### config.mk
export PLATFORM = sky130hd
export DESIGN_NAME = ppsr_regs
export DESIGN_NICKNAME = d
export VERILOG_FILES = /design/src/hdl/ppsr_pkg.sv /design/src/hdl/ppsr_palette_ram.sv /design/src/hdl/ppsr_regs.sv
export SDC_FILE = /design/constraint.sdc
export NUM_CORES = 2
export LEC_CHECK = 0
export BUFFER_PORTS_ARGS = -buffer_cell sky130_fd_sc_hd__buf_2
export CAP_MARGIN = 10
export CORE_MARGIN = 2
export CORE_UTILIZATION = 25
export CTS_BUF_LIST = sky130_fd_sc_hd__clkbuf_16
export DETAILED_ROUTE_END_ITERATION = 16
export GPL_TIMING_DRIVEN = 0
export MAX_ROUTING_LAYER = met4
export PLACE_DENSITY = 0.34
export SLEW_MARGIN = 0
export SYNTH_ARGS = -nofsm -noshare
export SYNTH_HDL_FRONTEND = slang
export SYNTH_MEMORY_MAX_BITS = 65536
export SYNTH_SLANG_ARGS = --single-unit
### constraint.sdc
create_clock -name mclk -period 6.5 [get_ports mclk]
set_input_delay 1.3 -clock mclk [delete_from_list [all_inputs] [get_ports mclk]]
set_output_delay 1.3 -clock mclk [all_outputs]
set_load 0.01 [all_outputs]
### src/hdl/ppsr_pkg.sv
// package: register map, field positions and types of the panel power-down setup register bank
package ppsr_pkg;
  // ===========================================
  // register indices and port addresses
  localparam logic [15:0] PPSR_IDX_STATUS_UNLOCK = 16'h0006;
  localparam logic [15:0] PPSR_IDX_CHIP_STATUS = 16'h0007;
  localparam logic [15:0] PPSR_IDX_VEXP_INIT = 16'h0037;
  localparam logic [15:0] PPSR_IDX_COLOR_PANEL = 16'h003e;
  localparam logic [15:0] PPSR_IDX_PDOWN_REFRESH = 16'h003f;
  localparam logic [15:0] PPSR_PORT_WAKEUP = 16'h0102;
  localparam logic [15:0] PPSR_PORT_SETUP_EN = 16'h46e8;
  localparam logic [15:0] PPSR_PORT_SETUP_MASK = 16'hcfff;
  localparam logic [2:0] PPSR_WAKEUP_LOW = 3'h2;
  localparam logic [15:0] PPSR_PORT_PAL_RIDX = 16'h03c7;
  localparam logic [15:0] PPSR_PORT_PAL_WIDX = 16'h03c8;
  localparam logic [15:0] PPSR_PORT_PAL_DATA = 16'h03c9;
  // ===========================================
  // field positions
  localparam int PPSR_CP_BORDER_EN = 7;
  localparam int PPSR_CP_BORDER_WHITE = 6;
  localparam int PPSR_CP_COLOR = 5;
  localparam int PPSR_CP_SYNC_EXT = 4;
  localparam int PPSR_CP_CRT_SYNC = 2;
  localparam int PPSR_CP_FP_INV = 1;
  localparam int PPSR_CP_LP_INV = 0;
  localparam int PPSR_PD_EN = 7;
  localparam int PPSR_SU_SETUP = 4;
  localparam int PPSR_SU_ENABLE = 3;
  localparam int PPSR_WK_WAKE = 0;
  localparam int PPSR_MISC_COLOR = 0;
  localparam int PPSR_EXT_MODE_BIT = 6;
  localparam int PPSR_COMPAT_BIT = 1;
  localparam int PPSR_STRAP_TTL_BIT = 3;
  // unlock pattern X1X01XXX
  localparam logic [7:0] PPSR_UNLOCK_MASK = 8'h58;
  localparam logic [7:0] PPSR_UNLOCK_VAL = 8'h48;
  localparam logic [7:0] PPSR_RESET_BYTE = 8'h00;
  localparam logic [9:0] PPSR_REFRESH_BIAS = 10'h005;
  localparam int PPSR_REFRESH_SHIFT = 3;
  localparam logic [1:0] PPSR_PAL_LAST = 2'h2;
  localparam int PPSR_PAL_DEPTH = 256;
  // ===========================================
  // carrier types
  typedef struct packed {
    logic rd;
    logic wr;
    logic [15:0] addr;
    logic [7:0] wdata;
  } ppsr_host_s;
  typedef struct packed {
    logic [7:0] misc_out;
    logic [7:0] ext_mode;
    logic [7:0] compat;
    logic [7:0] strap_status;
  } ppsr_core_s;
  typedef enum logic [1:0] {
    PPSR_PAL_IDLE = 2'b00,
    PPSR_PAL_READ = 2'b01,
    PPSR_PAL_WRITE = 2'b10
  } ppsr_pal_e;
endpackage

### src/hdl/ppsr_palette_ram.sv
// file: palette memory, 256 entries of 18 bits, registered read data
`timescale 1ns/1ps
module ppsr_palette_ram
  import ppsr_pkg::*;
(
  input wire logic mclk,
  input wire logic clk_en,
  input wire logic wr_en,
  input wire logic [7:0] wr_addr,
  input wire logic [17:0] wr_data,
  input wire logic [7:0] rd_addr,
  output logic [17:0] rd_data_q
);
  logic [17:0] mem [PPSR_PAL_DEPTH];

  // no reset on the array: contents are undefined until loaded
  always_ff @(posedge mclk)
  begin
    if (clk_en && wr_en)
    begin
      mem[wr_addr] <= wr_data;
    end
    if (clk_en)
    begin
      rd_data_q <= mem[rd_addr];
    end
  end
endmodule // ppsr_palette_ram

### src/hdl/ppsr_regs.sv
// file: panel control, status lock, power-down refresh and setup ports of the display controller
`timescale 1ns/1ps
module ppsr_regs
  import ppsr_pkg::*;
(
  input wire logic mclk,
  input wire logic reset_n,
  input wire logic clk_en,
  input wire ppsr_host_s host,
  input wire logic idx_sel,
  output logic [7:0] rdata_q,
  output logic rdata_valid_q,
  input wire ppsr_core_s core,
  input wire logic video_dot_clock_tick,
  input wire logic tft_enabled,
  input wire logic crt_vsync,
  input wire logic crt_hsync,
  input wire logic low_dir_sig,
  input wire logic high_dir_sig,
  input wire logic line_pulse_raw,
  input wire logic frame_pulse_raw,
  input wire logic border_slot,
  input wire logic palette_src_strap,
  output logic low_byte_direction,
  output logic high_byte_direction,
  output logic line_pulse,
  output logic frame_pulse,
  output logic border_white,
  output logic color_panel_sel,
  output logic sync_ext_io,
  output logic general_pd_en,
  output logic refresh_req,
  output logic access_enabled,
  output logic setup_mode,
  output logic rom_page_strobe_n,
  output logic [2:0] rom_page_q,
  output logic external_palette_q,
  output logic palette_read_gate
);
  // ===========================================
  // state
  logic [7:0] color_panel_q;
  logic [7:0] pd_refresh_q;
  logic [3:0] scratch_q;
  logic unlocked_q;
  logic setup_q;
  logic io_en_q;
  logic wake_q;
  logic strobe_q;
  logic strap_taken_q;
  logic [10:0] refresh_cnt_q;
  ppsr_pal_e pal_mode_q;
  logic [7:0] pal_idx_q;
  logic [1:0] pal_phase_q;
  logic [11:0] pal_hold_q;
  logic [17:0] pal_rd;

  // ===========================================
  // decode
  wire live = access_enabled && !setup_q;
  wire wr = host.wr && clk_en;
  wire rd = host.rd && clk_en;
  wire is_ext = idx_sel && live;
  wire hit_unlock = is_ext && host.addr == PPSR_IDX_STATUS_UNLOCK;
  wire hit_status = is_ext && host.addr == PPSR_IDX_CHIP_STATUS && unlocked_q;
  wire hit_vexp = is_ext && host.addr == PPSR_IDX_VEXP_INIT;
  wire hit_cp = is_ext && host.addr == PPSR_IDX_COLOR_PANEL;
  wire hit_pd = is_ext && host.addr == PPSR_IDX_PDOWN_REFRESH;
  // alias ports 56e8/66e8/76e8 fall out of the partial decode
  // the setup port answers in every state, or setup mode could never be left
  wire hit_setup = !idx_sel && (host.addr & PPSR_PORT_SETUP_MASK) == PPSR_PORT_SETUP_EN;
  wire hit_wake = !idx_sel && setup_q && host.addr[2:0] == PPSR_WAKEUP_LOW;
  wire pal_port = !idx_sel && live;
  wire hit_ridx = pal_port && host.addr == PPSR_PORT_PAL_RIDX;
  wire hit_widx = pal_port && host.addr == PPSR_PORT_PAL_WIDX;
  wire hit_data = pal_port && host.addr == PPSR_PORT_PAL_DATA;
  wire unlock_match = (host.wdata & PPSR_UNLOCK_MASK) == PPSR_UNLOCK_VAL;
  wire pal_last = pal_phase_q == PPSR_PAL_LAST;
  wire pal_wr_step = wr && hit_data && pal_mode_q == PPSR_PAL_WRITE;
  wire pal_wr_commit = pal_wr_step && pal_last;
  wire pal_rd_step = rd && hit_data && pal_mode_q == PPSR_PAL_READ;

  wire [7:0] status_val = {scratch_q,
    core.misc_out[PPSR_MISC_COLOR],
    core.ext_mode[PPSR_EXT_MODE_BIT],
    core.compat[PPSR_COMPAT_BIT],
    core.strap_status[PPSR_STRAP_TTL_BIT]};
  wire [1:0] pal_status = (pal_mode_q == PPSR_PAL_WRITE) ? 2'h3 : 2'h0;
  wire [5:0] pal_byte = (pal_phase_q == 2'h0) ? pal_rd[17:12] :
    (pal_phase_q == 2'h1) ? pal_rd[11:6] : pal_rd[5:0];

  logic [7:0] rd_mux;
  always_comb
  begin
    rd_mux = PPSR_RESET_BYTE;
    if (hit_status)
      rd_mux = status_val;
    else if (hit_cp)
      rd_mux = color_panel_q;
    else if (hit_pd)
      rd_mux = pd_refresh_q;
    else if (hit_wake)
      rd_mux = {7'h00, wake_q};
    else if (hit_ridx)
      rd_mux = {6'h00, pal_status};
    else if (hit_data)
      rd_mux = {2'h0, pal_byte};
  end

  // ===========================================
  // pins
  assign color_panel_sel = color_panel_q[PPSR_CP_COLOR];
  assign sync_ext_io = color_panel_q[PPSR_CP_SYNC_EXT];
  assign border_white = color_panel_q[PPSR_CP_BORDER_WHITE];
  // tft forcing assumes the crt sync inputs arrive active high
  wire vs = tft_enabled ? ~crt_vsync : crt_vsync;
  wire hs = tft_enabled ? ~crt_hsync : crt_hsync;
  assign low_byte_direction = color_panel_q[PPSR_CP_CRT_SYNC] ? vs : low_dir_sig;
  assign high_byte_direction = color_panel_q[PPSR_CP_CRT_SYNC] ? hs : high_dir_sig;
  wire lp_base = line_pulse_raw | (color_panel_q[PPSR_CP_BORDER_EN] & border_slot);
  assign line_pulse = lp_base ^ color_panel_q[PPSR_CP_LP_INV];
  assign frame_pulse = frame_pulse_raw ^ color_panel_q[PPSR_CP_FP_INV];
  assign general_pd_en = pd_refresh_q[PPSR_PD_EN];
  assign access_enabled = io_en_q || wake_q;
  assign setup_mode = setup_q;
  assign rom_page_strobe_n = ~strobe_q;
  assign palette_read_gate = rd && hit_data && external_palette_q;
  // refresh period: 8*(z+5) video clocks
  // eleven bits: the longest spacing, 8 * 132, overflows ten
  wire [10:0] refresh_period = ({4'h0, pd_refresh_q[6:0]} + {1'b0, PPSR_REFRESH_BIAS}) << PPSR_REFRESH_SHIFT;
  wire refresh_hit = refresh_cnt_q >= refresh_period - 11'h001;
  assign refresh_req = general_pd_en && video_dot_clock_tick && refresh_hit;

  // ===========================================
  // control registers
  always_ff @(posedge mclk or negedge reset_n)
  begin
    if (!reset_n)
    begin
      color_panel_q <= PPSR_RESET_BYTE;
      pd_refresh_q <= PPSR_RESET_BYTE;
    end
    else if (clk_en)
    begin
      if (wr && hit_cp)
        color_panel_q <= host.wdata;
      if (wr && hit_pd)
        pd_refresh_q <= host.wdata;
    end
  end

  // ===========================================
  // status lock and scratch; a locked status swallows writes and reads as zero
  always_ff @(posedge mclk or negedge reset_n)
  begin
    if (!reset_n)
    begin
      scratch_q <= 4'h0;
      unlocked_q <= 1'b0;
    end
    else if (clk_en)
    begin
      if (wr && hit_status)
        scratch_q <= host.wdata[7:4];
      if (wr && hit_unlock)
        unlocked_q <= unlock_match;
    end
  end

  // ===========================================
  // setup port and wakeup
  always_ff @(posedge mclk or negedge reset_n)
  begin
    if (!reset_n)
    begin
      setup_q <= 1'b0;
      io_en_q <= 1'b0;
      wake_q <= 1'b0;
    end
    else if (clk_en)
    begin
      if (wr && hit_setup)
      begin
        setup_q <= host.wdata[PPSR_SU_SETUP];
        io_en_q <= host.wdata[PPSR_SU_ENABLE];
      end
      if (wr && hit_wake)
        wake_q <= host.wdata[PPSR_WK_WAKE];
    end
  end

  // ===========================================
  // rom page strobe: one low cycle per setup-port write, page bits held for the outside latch
  always_ff @(posedge mclk or negedge reset_n)
  begin
    if (!reset_n)
    begin
      strobe_q <= 1'b0;
      rom_page_q <= 3'h0;
    end
    else if (clk_en)
    begin
      strobe_q <= wr && hit_setup;
      if (wr && hit_setup)
      begin
        rom_page_q <= host.wdata[2:0];
      end
    end
  end

  // ===========================================
  // strap is caught on the first enabled edge after release, not under reset
  always_ff @(posedge mclk or negedge reset_n)
  begin
    if (!reset_n)
    begin
      strap_taken_q <= 1'b0;
      external_palette_q <= 1'b0;
    end
    else if (clk_en && !strap_taken_q)
    begin
      strap_taken_q <= 1'b1;
      external_palette_q <= palette_src_strap;
    end
  end

  // ===========================================
  // refresh spacing counter, stepped on video clock ticks
  always_ff @(posedge mclk or negedge reset_n)
  begin
    if (!reset_n)
      refresh_cnt_q <= 11'h000;
    else if (clk_en)
    begin
      if (!general_pd_en)
        refresh_cnt_q <= 11'h000;
      else if (video_dot_clock_tick)
        refresh_cnt_q <= refresh_hit ? 11'h000 : refresh_cnt_q + 11'h001;
    end
  end

  // ===========================================
  // palette access sequencing
  // a fresh index write restarts the colour triple, so a half-written entry is dropped
  always_ff @(posedge mclk or negedge reset_n)
  begin
    if (!reset_n)
    begin
      pal_mode_q <= PPSR_PAL_IDLE;
      pal_idx_q <= 8'h00;
      pal_phase_q <= 2'h0;
    end
    else if (clk_en)
    begin
      if (wr && hit_ridx)
      begin
        pal_mode_q <= PPSR_PAL_READ;
        pal_idx_q <= host.wdata;
        pal_phase_q <= 2'h0;
      end
      else if (wr && hit_widx)
      begin
        pal_mode_q <= PPSR_PAL_WRITE;
        pal_idx_q <= host.wdata;
        pal_phase_q <= 2'h0;
      end
      else if (pal_wr_step || pal_rd_step)
      begin
        pal_phase_q <= pal_last ? 2'h0 : pal_phase_q + 2'h1;
        if (pal_last)
          pal_idx_q <= pal_idx_q + 8'h01;
      end
    end
  end

  // ===========================================
  // colour holding register
  // red and green wait here for blue, so the ram only ever sees whole entries
  always_ff @(posedge mclk or negedge reset_n)
  begin
    if (!reset_n)
      pal_hold_q <= 12'h000;
    else if (clk_en && pal_wr_step)
    begin
      case (pal_phase_q)
        2'h0: pal_hold_q[11:6] <= host.wdata[5:0];
        2'h1: pal_hold_q[5:0] <= host.wdata[5:0];
        default: pal_hold_q <= pal_hold_q;
      endcase
    end
  end

  // ===========================================
  // read holding register follows index; contents valid one cycle after index change
  // the first data read wants one idle cycle after the index write
  ppsr_palette_ram u_ram (
    .mclk(mclk),
    .clk_en(clk_en),
    .wr_en(pal_wr_commit),
    .wr_addr(pal_idx_q),
    .wr_data({pal_hold_q, host.wdata[5:0]}),
    .rd_addr(pal_idx_q),
    .rd_data_q(pal_rd)
  );

  // ===========================================
  // read data register
  always_ff @(posedge mclk or negedge reset_n)
  begin
    if (!reset_n)
    begin
      rdata_q <= PPSR_RESET_BYTE;
      rdata_valid_q <= 1'b0;
    end
    else if (clk_en)
    begin
      rdata_valid_q <= rd;
      if (rd)
        rdata_q <= rd_mux;
    end
  end
endmodule // ppsr_regs

== Yosys cells after proc, flatten, opt, wreduce, memory -nomap -nowiden ==
Memories as Yosys holds them, arrays and structs flattened. A register that Yosys moved wholly into a read port is not among the register bits.
Cells that the tools add are included.

* $add $sub $neg: 5
* $mul: 0
* Div/mod/pow operators: 0
* $lt $le $gt $ge: 1
* Equal/unequal tests: 15
* Shift operators: 0
* Muxes and demuxes: 28
* Bitwise operators: 7
* Reductions and logical operators: 57

{| class="wikitable"
|+ Operator list
! operator !! count
|-
| 2-to-1 mux 8 bit || 8
|-
| equality test 16 x 10 -> 1 bit, second input constant || 3
|-
| logical AND 1 bit || 35
|-
| 2-to-1 mux 11 bit || 3
|-
| equality test 16 x 3 -> 1 bit, second input constant || 2
|-
| equality test 16 x 6 -> 1 bit, second input constant || 2
|-
| 2-to-1 mux 6 bit || 4
|-
| AND reduction 2 bit || 12
|-
| equality test 14 x 13 -> 1 bit, second input constant || 1
|-
| 2-to-1 mux 2 bit || 7
|-
| adder 11 x 1 -> 11 bit, second input constant || 1
|-
| >= comparator 11 bit || 1
|-
| subtractor 11 x 1 -> 11 bit, second input constant || 1
|-
| adder 7 x 3 -> 8 bit, second input constant || 1
|-
| adder 8 x 1 -> 8 bit, second input constant || 1
|-
| 2-to-1 mux 1 bit || 6
|-
| nonzero test 3 bit || 2
|-
| equality test 2 x 1 -> 1 bit, second input constant || 2
|-
| equality test 2 bit, second input constant || 2
|-
| equality test 3 x 2 -> 1 bit, second input constant || 1
|-
| equality test 3 bit, second input constant || 1
|-
| logical NOT 1 bit || 3
|-
| NOT 1 bit || 3
|-
| AND reduction 3 bit || 1
|-
| 8 further kinds || 10
|}

* Register bits: 74
* Bits in latches: 0
* Memory bits (writable): 4608
* Bits in read-only memories: 0
* Word-level logic and storage cells: 133
* Memories: 1

{| class="wikitable"
|+ Memories
! memory !! depth !! bits a word !! rd ports !! clocked after Yosys merged registers in !! wr ports !! RTL line !! source
|-
| u_ram.mem || 256 || 18 || 1 || 1 || 1 || ppsr_palette_ram.sv:14 || <nowiki>logic [17:0] mem [PPSR_PAL_DEPTH];</nowiki>
|}

== Logic depth before layout (Yosys ltp) ==
* Depth after elaboration: 10
* Mapped depth: 13
* Gate-level depth less buffers: 13

== Modules after synthesis ==
From an unflattened synthesis, not the netlist that was laid out.

* Cells, all modules: 8708
* Area, all modules: 183230.7 µm²

{| class="wikitable"
|+ Modules (own cells, without submodules)
! module !! instances !! cells an instance !! area an instance (µm²) !! seq. area each (µm²)
|-
| ppsr_palette_ram || 1 || 8231 || 178593.8 || 138913.2
|-
| ppsr_regs || 1 || 477 || 4636.9 || 1851.8
|}

== Least setup slack after synthesis ==
OpenSTA, ideal clock, no wires.

* Path type: input -> register
* Start point: in idx_sel
* End point: mem u_ram.mem[86][0] (enable)
* Library setup time: 0.392 ns
* Arrival time: 4.102 ns
* Required time: 6.108 ns
* Setup slack: 2.006 ns
* Stages on the path: 9
* Cell sequence: or4b_1 > clkbuf_1 > or4_1 > buf_2 > nor3_4 > buf_4 > nand2_2 > buf_2 > nor2_1

* Word-level cells in the longest chain between the ends: 9

{| class="wikitable"
|+ RTL lines
! item !! RTL line !! source
|-
| start, declared || ppsr_regs.sv:10 || <nowiki>input wire logic idx_sel,</nowiki>
|-
| logical NOT 1 bit || ppsr_regs.sv:73 || <nowiki>wire pal_port = !idx_sel && live;</nowiki>
|-
| logical AND 1 bit || ppsr_regs.sv:73 ||
|-
| logical AND 1 bit || ppsr_regs.sv:76 || <nowiki>wire hit_data = pal_port && host.addr == PPSR_PORT_PAL_DATA;</nowiki>
|-
| logical AND 1 bit (2 in a row) || ppsr_regs.sv:79 || <nowiki>wire pal_wr_step = wr && hit_data && pal_mode_q == PPSR_PAL_WRITE;</nowiki>
|-
| logical AND 1 bit || ppsr_regs.sv:80 || <nowiki>wire pal_wr_commit = pal_wr_step && pal_last;</nowiki>
|-
| logical AND 1 bit || ppsr_palette_ram.sv:19 || <nowiki>if (clk_en && wr_en)</nowiki>
|-
| 2-to-1 mux 1 bit || ppsr_palette_ram.sv:19 ||
|-
| 2-to-1 mux 1 bit (not written as such) || ppsr_palette_ram.sv:21 || <nowiki>mem[wr_addr] <= wr_data;</nowiki>
|-
| end, declared || ppsr_palette_ram.sv:14 ||
|}

Every way passes these cells.

==> impl_results.md <==
* Status: finished with violations
* Failing checks: negative setup slack
* DP HPWL at 774 mm
* Slowest stage cell, crit path: buf_2
* Initial antenna violation count at 190
* Nets at between 9,000 and 10,000
* Leak pwr at 77.9 nW
* Largest stage delay on the critical path at 940 ps
* Cell Area, Synth at 181,000 sq um
* Total Neg Setup Slack at -4970 ps
* Cell repeated most along the worst path: buf_2
* Routed wire per std cell at 55.9 microns
* Number of port buffers at 69
* Max-Cap Viols at 0
* Clock Latency Late Sink at 1150 ps
* Cts bufs inserted at 559
* CTS tree: built
* End of the worst register-to-register path: u_ram.rd_data_q[17]
* Register area share after synthesis at 0.779
* Min Tclk post-route at 6850 ps
* Worst slew pin tran at 1460 ps
* Maximum VDD drop at 303 uV
* GPL Wtd Cong at 0.991
* Crit Path Class: reg2reg
* Clock Sinks at around 4,700
* Clk network pwr share at 0.482
* Dpl cell area at 206,000 sq um
* Die area at roughly 730,000 sq um
* Startpoint class of the critical path: flop
* FF-to-FF setup slack at -350 ps
* Gate Count Post-Synth at 7,823
* Clk pin slew, worst setup/hold paths at roughly 60 ps
* WP buf/inv at 5
* Total grt overflow at 0
* Worst Skew at 67.3 ps
* Slew HR at 0.0272
* Max H-tree Level at 6
* CP cell instances: buf_2, buf_2, buf_2, buf_2, buf_12, mux4_2, mux2i_2, o221ai_1, a21oi_1, nand4_1, or3_1
* WP data arrival at 7610 ps
* Top cells by area, synth: edfxtp_1 (77%), mux4_2 (16%), dfrtp_1 (1.0%)
* # placed instances at 18,000
* PwrDens at 286 nW/um^2
* Die Height at 854 microns
* First-pass GRT wire length at 1280 mm
* Post-Synth Simple-Gate Area at 0.0187
* Sw Share at 0.213
* Worst Setup SP: pal_idx_q[1]
* Fin cells at 19,100
* Final worst setup slack at -352 ps
* Largest net degree at the start of global routing at 129
* HP Class: in2async
* NetSw at 13.7 mW
* Largest family of logic cells by synthesized area: multiplexers
* Flops & latches, synth at 4,700
* WP depth at 11
* Row count at 312
* Final slew viol count at 0
* Post-synth net total at 7,911
* FMAX at roughly 150 MHz
* WHS at between 100 and 150 ps
* DRT iter0 DRCs at 19,700
* Worst reg-to-reg path cell count at 11
* CTS max path bufs at 4
* Reg2Reg Launch Point: pal_idx_q[1]
* Avg Cell Area, Syn at 23.1 sq um
* WP data required at between 7000 and 8000 ps
* Adder-cell area share of the yosys netlist at 0.00111
* 1st-pass router iterations at 6
* Final setup vio count at 79
* Xor/xnor cell area share of the yosys netlist at 0.000582
* Fin area at 225,000 sq um
* Layout area overhead at 24.3%
* Core ar. at 721,000 sq um
* DR vias at 104,000
* Sequential share of power at 0.513
* Drt drc at 0
* Final Util at 0.311
* GRT Total Usage at 0.294
* Post-synthesis compound-gate area fraction at 0.0157
* Top FF cell, synth: edfxtp_1
* Final Hold Violating Endpoints at 0
* Total I/O pin count at just under 100
* CP endpoint: u_ram.rd_data_q[17]
* CP Max Fanout at 10
* Final WL at 1070 mm
* Gate power share at 0.005
* Starting density of the core at 0.251
* Final period utilization at 1.05
* Layout cells sized above 1 at 0.361
* Post-synth cell types at 74
* EDFF count, synth at between 4,000 and 5,000
* Clk root buf: clkbuf_16
* Critical path's top delay family: buffers and inverters
* Die W at about 850 microns
* Internal power at 50.6 mW
* Yosys top cell area share at 0.769
* Ys async rst share at 0.0157
* Number of routed nets with antenna violations at 0
* Synth area leader: edfxtp_1
* Via density at 5.46
* Vias in the first global route at just under 100k
* Endpoint class of the critical path: flop
* Synth warn at 0
* Mux cell area share after synthesis at 0.172
==> worst min-delay path by stage <==
stage	from	slack, ps	cells after the start	end
5_1_grt	reset_n	150	1	color_panel_q[5]
3_5_place_dp	strap_taken_q	460	1	strap_taken_q
3_3_place_gp	strap_taken_q	450	1	strap_taken_q
6_report	reset_n	120	1	rdata_valid_q
4_1_cts	reset_n	80	1	color_panel_q[5]
2_1_floorplan	strap_taken_q	440	1	strap_taken_q
==> placed cells by master (no fill, tap or decap), drive strengths merged, types with 24 or more instances in the layout <==
cell,instances
a21oi,68
a221oi,25
a22o,24
a22oi,105
buf,865
bufinv,39
clkbuf,704
clkinv,237
dfrtp,74
diode,101
edfxtp,4626
inv,162
mux2,46
mux2i,120
mux4,1307
nand2,230
nand3,61
nor2,325
nor3,25
o21ai,41
o22ai,61
==> flip-flops by register name (all words and copies together) (netlist names) <==
register	cells
unlocked_q	1
strap_taken_q	1
scratch_q	4
strobe_q	1
u_ram.rd_data_q	18
io_en_q	1
setup_mode	1
rdata_valid_q	1
refresh_cnt_q	11
u_ram.mem	4608
pal_idx_q	8
wake_q	1
pal_mode_q	2
color_panel_q	8
rom_page_q	3
pal_phase_q	2
pd_refresh_q	8
rdata_q	8
external_palette_q	1
pal_hold_q	12
==> routing by layer <==
layer	part of all wire	track usage
met4	0.067	0.158
met1	0.39	0.371
met2	0.45	0.438
met5	0	-
met3	0.094	0.0731
==> final cells by class <==
type                    instances  area, sq um
diodes                        101          253
plain buffers                 428         2640
clock buffers                 572        14300
clock inverters               431         3350
fillers                     68600       496000
inverters                      15         57.6
multi-input cells            2677        39800
flip-flops and latches       4700       141000
well taps                    9577        12000
repair buffers                570        11400
==> per-stage QoR <==
stage               power [mW]  setup WS [ps]
finish                    64.3           -352
CTS                       64.6           7.56
global placement          33.9          -6160
floorplan                 33.6           2010
global route              65.7          -24.8
detailed placement        33.9          -1680
==> synthesized netlist by cell type, types with 18 or more instances <==
cell type and n:
a31oi_1 18, edfxtp_1 4626, nor3_1 23, buf_6 24, a221oi_1 25, mux2i_1 120, dfrtp_1 74, o22ai_1 61
nand3_1 61, clkbuf_1 129, a22o_1 24, mux4_2 1307, buf_4 60, buf_2 146, mux2_2 46, o21ai_0 41
buf_1 70, a21oi_1 67, nand2_1 226, nor2_1 325, nand4_1 22, a22oi_1 105
==> logic make-up after synthesis <==
group           Yosys count
xor+xnor                 12
fa+ha+maj                16
simple gates            765
flops                  4700
mux                    1473
compound gates          411
buf+inv                 446
==> worst register-to-register path, cell delays in order (launching register included) <==
cell      delay (ps)
dfrtp_1          470
buf_2            290
buf_2            530
buf_2            960
buf_2            570
buf_12           310
mux4_2           390
mux2i_2          750
o221ai_1         440
a21oi_1          640
nand4_1          440
or3_1            690
==> what timing repair did <==
action	4_1_cts	5_1_grt
hold buffers	0	0
endpoints found under the setup margin	1987	5
resized for setup	70	3
pin swaps	6	0
setup buffers	10	0
cloned	0	0
==> power by group through the flow <==
stage,registers (mW),logic (mW),clock network (mW)
2_1_floorplan,33.6,0.0368,0
3_3_place_gp,33.7,0.263,0
3_5_place_dp,33.6,0.308,0
4_1_cts,33.0,0.308,31.3
5_1_grt,33.0,0.330,32.4
6_report,33.0,0.307,31.0
Note: power is estimated with default switching activity, not from simulation.
